## config.mk

```make
export PLATFORM = sky130hd
export DESIGN_NAME = gli_gpio_led
export DESIGN_NICKNAME = d
export VERILOG_FILES = /design/src/gli_pkg.sv /design/src/gli_gpio_led.sv
export SDC_FILE = /design/constraint.sdc
export NUM_CORES = 1
export LEC_CHECK = 0
export ABC_CLOCK_PERIOD_IN_PS = 1730
export BUFFER_PORTS_ARGS = -buffer_cell sky130_fd_sc_hd__buf_2
export CAP_MARGIN = 30
export CORE_UTILIZATION = 40
export DETAILED_ROUTE_END_ITERATION = 10
export PLACE_DENSITY = 0.58
export RECOVER_POWER = 25
export SLEW_MARGIN = 20
export SYNTH_ARGS = -nofsm -noshare
export SYNTH_HDL_FRONTEND = slang
export SYNTH_SLANG_ARGS = --single-unit
```

## constraint.sdc

```tcl
create_clock -name core_clk_i -period 1.73 [get_ports core_clk_i]
set_input_delay 0.173 -clock core_clk_i [delete_from_list [all_inputs] [get_ports core_clk_i]]
set_output_delay 0.173 -clock core_clk_i [all_outputs]
set_load 0.02 [all_outputs]
```

## src/gli_pkg.sv

```systemverilog
package gli_pkg;

	// Pin positions of the three indicator functions.
	localparam int GLI_PIN_COUNT = 3;
	localparam int GLI_PIN_SPEED = 0;
	localparam int GLI_PIN_LINKACT = 1;
	localparam int GLI_PIN_DUPLEX = 2;

	// Blink timing: the off pulse and the least on time, in milliseconds.
	localparam int GLI_BLINK_MS = 80;
	localparam int GLI_CLK_KHZ = 250000;
	localparam int GLI_BLINK_CYCLES = GLI_BLINK_MS * GLI_CLK_KHZ;

	// Reset values of the registered pin outputs.
	localparam logic [GLI_PIN_COUNT-1:0] GLI_RST_PINS = 3'h0;

	// Configuration of one pin.
	typedef struct packed {
		logic led_en;     // Pin carries its status indicator.
		logic out_en;     // Pin is a general-purpose output.
		logic open_drain; // Output drives low only.
		logic data;       // Output level.
	} gli_pin_cfg_t;

	// Link status from the integrated PHY and MAC.
	typedef struct packed {
		logic link_up;
		logic autoneg_busy;
		logic speed_100;
		logic full_duplex;
		logic tx_act;
		logic rx_act;
	} gli_phy_status_t;

	// Link-and-activity blink states, Gray coded from GLI_LA_IDLE to GLI_LA_OFF to GLI_LA_MIN_ON; the return to idle changes both bits.
	typedef enum logic [1:0] {
		GLI_LA_IDLE = 2'h0,
		GLI_LA_OFF = 2'h1,
		GLI_LA_MIN_ON = 2'h3
	} gli_la_state_t;

endpackage

```

## src/gli_gpio_led.sv

```systemverilog
`timescale 1ns/1ps

module gli_gpio_led
	import gli_pkg::*;
#(
	parameter int BLINK_CYCLES = GLI_BLINK_CYCLES
)
(
	input wire logic core_clk_i, // System clock, 250 MHz.
	input wire logic resetn_i, // Asynchronous reset, active low.
	input wire gli_pin_cfg_t [GLI_PIN_COUNT-1:0] pin_cfg_i, // Per-pin configuration.
	input wire gli_phy_status_t phy_status_i, // Link status, same clock.
	input wire logic [GLI_PIN_COUNT-1:0] pin_i, // Pad input levels.
	output logic [GLI_PIN_COUNT-1:0] pin_o, // Pad output levels.
	output logic [GLI_PIN_COUNT-1:0] pin_oe_o, // Pad output enables, high drives.
	output logic [GLI_PIN_COUNT-1:0] gpio_in_o // Synchronised pad levels.
);

	// The counter is wide enough for a full interval; its last count ends the interval.
	localparam int CNT_W = $clog2(BLINK_CYCLES + 1);
	localparam logic [CNT_W-1:0] CNT_LAST = CNT_W'(BLINK_CYCLES - 1);
	localparam logic [CNT_W-1:0] CNT_ZERO = '0;

	logic [GLI_PIN_COUNT-1:0] sync1_ff;
	logic [GLI_PIN_COUNT-1:0] sync2_ff;
	gli_la_state_t la_state_ff;
	gli_la_state_t nxt_la_state;
	logic [CNT_W-1:0] la_cnt_ff;
	logic act_pend_ff;
	logic activity;
	logic start_off;
	logic [GLI_PIN_COUNT-1:0] led_level;
	logic [GLI_PIN_COUNT-1:0] nxt_pin;
	logic [GLI_PIN_COUNT-1:0] nxt_oe;

	// Two-stage synchroniser for the pad inputs.
	// Only the second stage is read, so a metastable first stage never reaches logic.
	always_ff @(posedge core_clk_i or negedge resetn_i)
	begin
		if (!resetn_i)
		begin
			sync1_ff <= GLI_RST_PINS;
			sync2_ff <= GLI_RST_PINS;
		end
		else
		begin
			sync1_ff <= pin_i;
			sync2_ff <= sync1_ff;
		end
	end

	// Synchronised levels are presented from a register.
	assign gpio_in_o = sync2_ff;

	// Activity and the start of an off pulse.
	assign activity = phy_status_i.tx_act | phy_status_i.rx_act;
	assign start_off = (la_state_ff == GLI_LA_IDLE) && phy_status_i.link_up &&
		(activity || act_pend_ff);

	// Pending activity: a new event during a pulse wins over the clear on link loss.
	// Holding the event lets a short burst inside a pulse show up as the next pulse.
	always_ff @(posedge core_clk_i or negedge resetn_i)
	begin
		if (!resetn_i)
			act_pend_ff <= 1'b0;
		else if (activity && (la_state_ff != GLI_LA_IDLE))
			act_pend_ff <= 1'b1;
		else if (start_off || !phy_status_i.link_up)
			act_pend_ff <= 1'b0;
	end

	// Next blink state.
	// Losing the link aborts a pulse, so the lamp follows the link at once.
	always_comb
	begin
		nxt_la_state = la_state_ff;
		if (!phy_status_i.link_up)
			nxt_la_state = GLI_LA_IDLE;
		else
		begin
			unique case (la_state_ff)
				GLI_LA_IDLE:
					if (start_off)
						nxt_la_state = GLI_LA_OFF;
				GLI_LA_OFF:
					if (la_cnt_ff == CNT_LAST)
						nxt_la_state = GLI_LA_MIN_ON;
				GLI_LA_MIN_ON:
					if (la_cnt_ff == CNT_LAST)
						nxt_la_state = GLI_LA_IDLE;
				default:
					nxt_la_state = GLI_LA_IDLE;
			endcase
		end
	end

	// Blink state register.
	// The state moves on activity, on the interval counter or on the link status.
	always_ff @(posedge core_clk_i or negedge resetn_i)
	begin
		if (!resetn_i)
			la_state_ff <= GLI_LA_IDLE;
		else
			la_state_ff <= nxt_la_state;
	end

	// Interval counter, restarted on every state change.
	// Both intervals share this counter, which rests at zero while idle.
	always_ff @(posedge core_clk_i or negedge resetn_i)
	begin
		if (!resetn_i)
			la_cnt_ff <= CNT_ZERO;
		else if (nxt_la_state != la_state_ff || la_state_ff == GLI_LA_IDLE)
			la_cnt_ff <= CNT_ZERO;
		else
			la_cnt_ff <= la_cnt_ff + 1'b1;
	end

	// Indicator levels, low meaning LED on.
	// The levels are combinational; the pads show them one cycle later.
	always_comb
	begin
		led_level[GLI_PIN_SPEED] = !(phy_status_i.link_up && !phy_status_i.autoneg_busy &&
			phy_status_i.speed_100);
		led_level[GLI_PIN_LINKACT] = !(phy_status_i.link_up &&
			(la_state_ff != GLI_LA_OFF));
		led_level[GLI_PIN_DUPLEX] = !(phy_status_i.link_up &&
			phy_status_i.full_duplex);
	end

	// Pad drive for each pin from its mode.
	// An indicator only ever pulls low, so a released pin reads high through its pull-up.
	always_comb
	begin
		for (int i = 0; i < GLI_PIN_COUNT; i++)
		begin
			if (pin_cfg_i[i].led_en)
			begin
				nxt_pin[i] = 1'b0;
				nxt_oe[i] = !led_level[i];
			end
			else if (!pin_cfg_i[i].out_en)
			begin
				nxt_pin[i] = 1'b0;
				nxt_oe[i] = 1'b0;
			end
			else if (pin_cfg_i[i].open_drain)
			begin
				nxt_pin[i] = 1'b0;
				nxt_oe[i] = !pin_cfg_i[i].data;
			end
			else
			begin
				nxt_pin[i] = pin_cfg_i[i].data;
				nxt_oe[i] = 1'b1;
			end
		end
	end

	// Registered pad outputs.
	always_ff @(posedge core_clk_i or negedge resetn_i)
	begin
		if (!resetn_i)
		begin
			pin_o <= GLI_RST_PINS;
			pin_oe_o <= GLI_RST_PINS;
		end
		else
		begin
			pin_o <= nxt_pin;
			pin_oe_o <= nxt_oe;
		end
	end
endmodule

```

==> flow_summary.json <==
{
  "status": "finished clean",
  "post_drt_wl_per_cell_um": 14.3,
  "drc": 0,
  "yosys.area_share.xor_xnor_pct": 5.57,
  "antenna_found_initial": 0,
  "synth_largest_area_cell": "dfrtp_1",
  "clkLatencyLatePin_ns": 0.29,
  "crit_required_ns": 1.95,
  "die_h_um": 70.7,
  "power_uw": 2140,
  "track_usage_pct": 17.7,
  "synth_area_um2": 1890,
  "synth_ff_type": "dfrtp_1",
  "maxCapViolations": 0,
  "nNetsFinal": 253,
  "cts_inserted_buffers": 5,
  "yosysUniqueCellTypes": 35,
  "synth.top_cell.area_share_pct": 53.1,
  "irDropWorstVdd_v": 0.000692,
  "htree_levels": 2,
  "synth_edf_count": 0,
  "crit_type": "flop to flop",
  "fin_hold_ws_ns": 0.0350,
  "die_w_um": 70.7,
  "setup_viol": 0,
  "num_rows": 24,
  "synth_seq_area_share_pct": 53.1,
  "grt_pass1_vias": 1557,
  "syn-num-nets": 205,
  "crit_fanout": 10,
  "vias_per_cell": 5.58,
  "critPathArrivalTime_ns": 1.89,
  "path_clk_slew_ns": 0.08,
  "area_growth_pct": 26.0,
  "synth_top_family_by_area": "simple AND/OR/NAND/NOR gates",
  "fin_util_pct": 53.5,
  "gp_congestion": 0.756,
  "coreArea_um2": 4440,
  "clock.fmax_mhz": 599,
  "initial_core_util_pct": 42.5,
  "num_antenna_cells": 0,
  "synth_seq_cells": 40,
  "layout.cells.non_filler": 282,
  "drv_slew": 0,
  "p_leak_uw": 0.00105,
  "syn_area_per_cell_um2": 10.4,
  "dr.pass1.iters": 4,
  "post-place-ws_ns": 0.0135,
  "synth_cells": 181,
  "portBuffers": 31,
  "synth_fa_ha_area_share_pct": 0.663,
  "synth.area.mux_share_pct": 0,
  "yosys.area_share.simple_pct": 26.0,
  "hp-class": "input pin to flop",
  "cts_buffer_depth": 2,
  "cts_tree": "yes",
  "post-route-period-util_pct": 96.5,
  "root_buffer": "clkbuf_8",
  "final_cell_mix": "40 x dfrtp_1, 27 x buf_2, 18 x nor2_1",
  "wl_um": 4030,
  "power.density_nw_per_um2": 898,
  "hold_viol_final": 0,
  "final_layout_size_suffix_gt1_share_pct": 26.1,
  "io_pins": 32,
  "synth-warning-count": 0,
  "dp_hpwl_um": 2800,
  "min_period_ns": 1.67,
  "cp-start-kind": "flop",
  "final_common_cell": "dfrtp_1",
  "clock_sinks": 40,
  "endpoint_kind": "flop",
  "clock-skew-final_ns": 0.00303,
  "via_count": 1573,
  "die-area_um2": 5000,
  "synth_compound_area_share_pct": 10.4,
  "dp.cells": 270,
  "async_flop_share_pct": 100,
  "drt-initial-drc-count": 90,
  "grt_pass1_wl_um": 6980,
  "slew-limit-headroom_pct": 34.6,
  "synthTopCellsByArea": "dfrtp_1 53%, xor2_1 3.7%, nor2_1 3.6%",
  "tightest_slew_ns": 0.982,
  "overflow": 0,
  "worst_slack_ns": 0.0599,
  "grt_max_degree": 41,
  "ant_nets": 0
}
registers in the layout, indices dropped and copies added, names as in the netlist:
signal       count
gpio_in_o        3
pin_oe_o         3
act_pend_ff      1
la_cnt_ff       25
pin_o            3
sync1_ff         3
la_state_ff      2
cell usage after synthesis (all sizes together) (3+ instances only):
cell type / number
a21oi: 13
and3: 5
and4: 4
buf: 8
dfrtp: 40
inv: 3
nand2: 16
nand3: 10
nand4: 10
nor2: 18
nor3: 4
nor4: 3
o21ai: 6
o31ai: 8
or3: 3
or4: 8
xnor2: 4
xor2: 8
kinds of logic (layout without fill, tap and decap cells):
kind of cell	Yosys count	count (layout)
AOI/OAI and AO/OA	32	32
xor gates and xnor gates	12	12
adders and majority gates	1	1
buffers and inverters	11	60
DFF	40	40
and+or+nand+nor	85	85
worst max-delay path: stages, from the launching register on:
cell and delay (ns):
dfrtp_1 0.42, and4_2 0.34, nand3_4 0.14, or4_1 0.54
a21oi_1 0.15
layout make-up:
cell class / instances / area (um2)
Clock buffer: 5 / 68.8
Clock inverter: 3 / 90.1
Fill cell: 408 / 2070
Inverter: 3 / 11.3
Multi-Input combinational cell: 130 / 836
Sequential cell: 40 / 1000
Tap cell: 52 / 65.1
Timing Repair Buffer: 49 / 305
stage by stage:
| stage | setup TNS [ns] | cell area, um2 |
|---|---|---|
| after floorplan | 0 | 1890 |
| after detailed placement | 0 | 2150 |
| after global routing | -0.000951 | 2380 |
| after global placement | 0 | 2150 |
| after CTS | 0 | 2360 |
| final | 0 | 2380 |
power by group:
group / leakage [uW] / total (uW) / switching, uW / internal (uW)
clock network: 0.0000784 / 1060 / 337 / 722
registers: 0.000536 / 961 / 7.61 / 953
logic: 0.000433 / 116 / 70.3 / 46.1
final timing paths:
check / start / end / slack [ns] / cells past startpoint
worst max-delay path: la_cnt_ff[5] / la_cnt_ff[23] / 0.06 / 4
worst min-delay path: pin_cfg_i[1] / pin_o[0] / 0.04 / 2
worst max register to register: la_cnt_ff[5] / la_cnt_ff[23] / 0.06 / 4
worst min register to register: sync1_ff[0] / gpio_in_o[0] / 0.36 / 0
max in group asynchronous: resetn_i / la_cnt_ff[3] / 0.48 / 3
min in group asynchronous: resetn_i / la_cnt_ff[9] / 0.64 / 3
routing by layer:
metal  global-route usage [%]  part of all wire, %
met1                     22.5                   44
met2                     29.4                   49
met3                     4.42                  5.6
met4                     6.22                  1.2
met5                        0                    0
timing repair:
action / in CTS / in global routing
setup buffers: 0 / 0
hold buffers: 4 / 0
setup endpoints to repair: 1 / 25
endpoints found under the hold margin: 43 / 0
gates resized for setup: 1 / 6
pin swaps: 0 / 1
No activity file was read; power rests on OpenSTA's default activity.
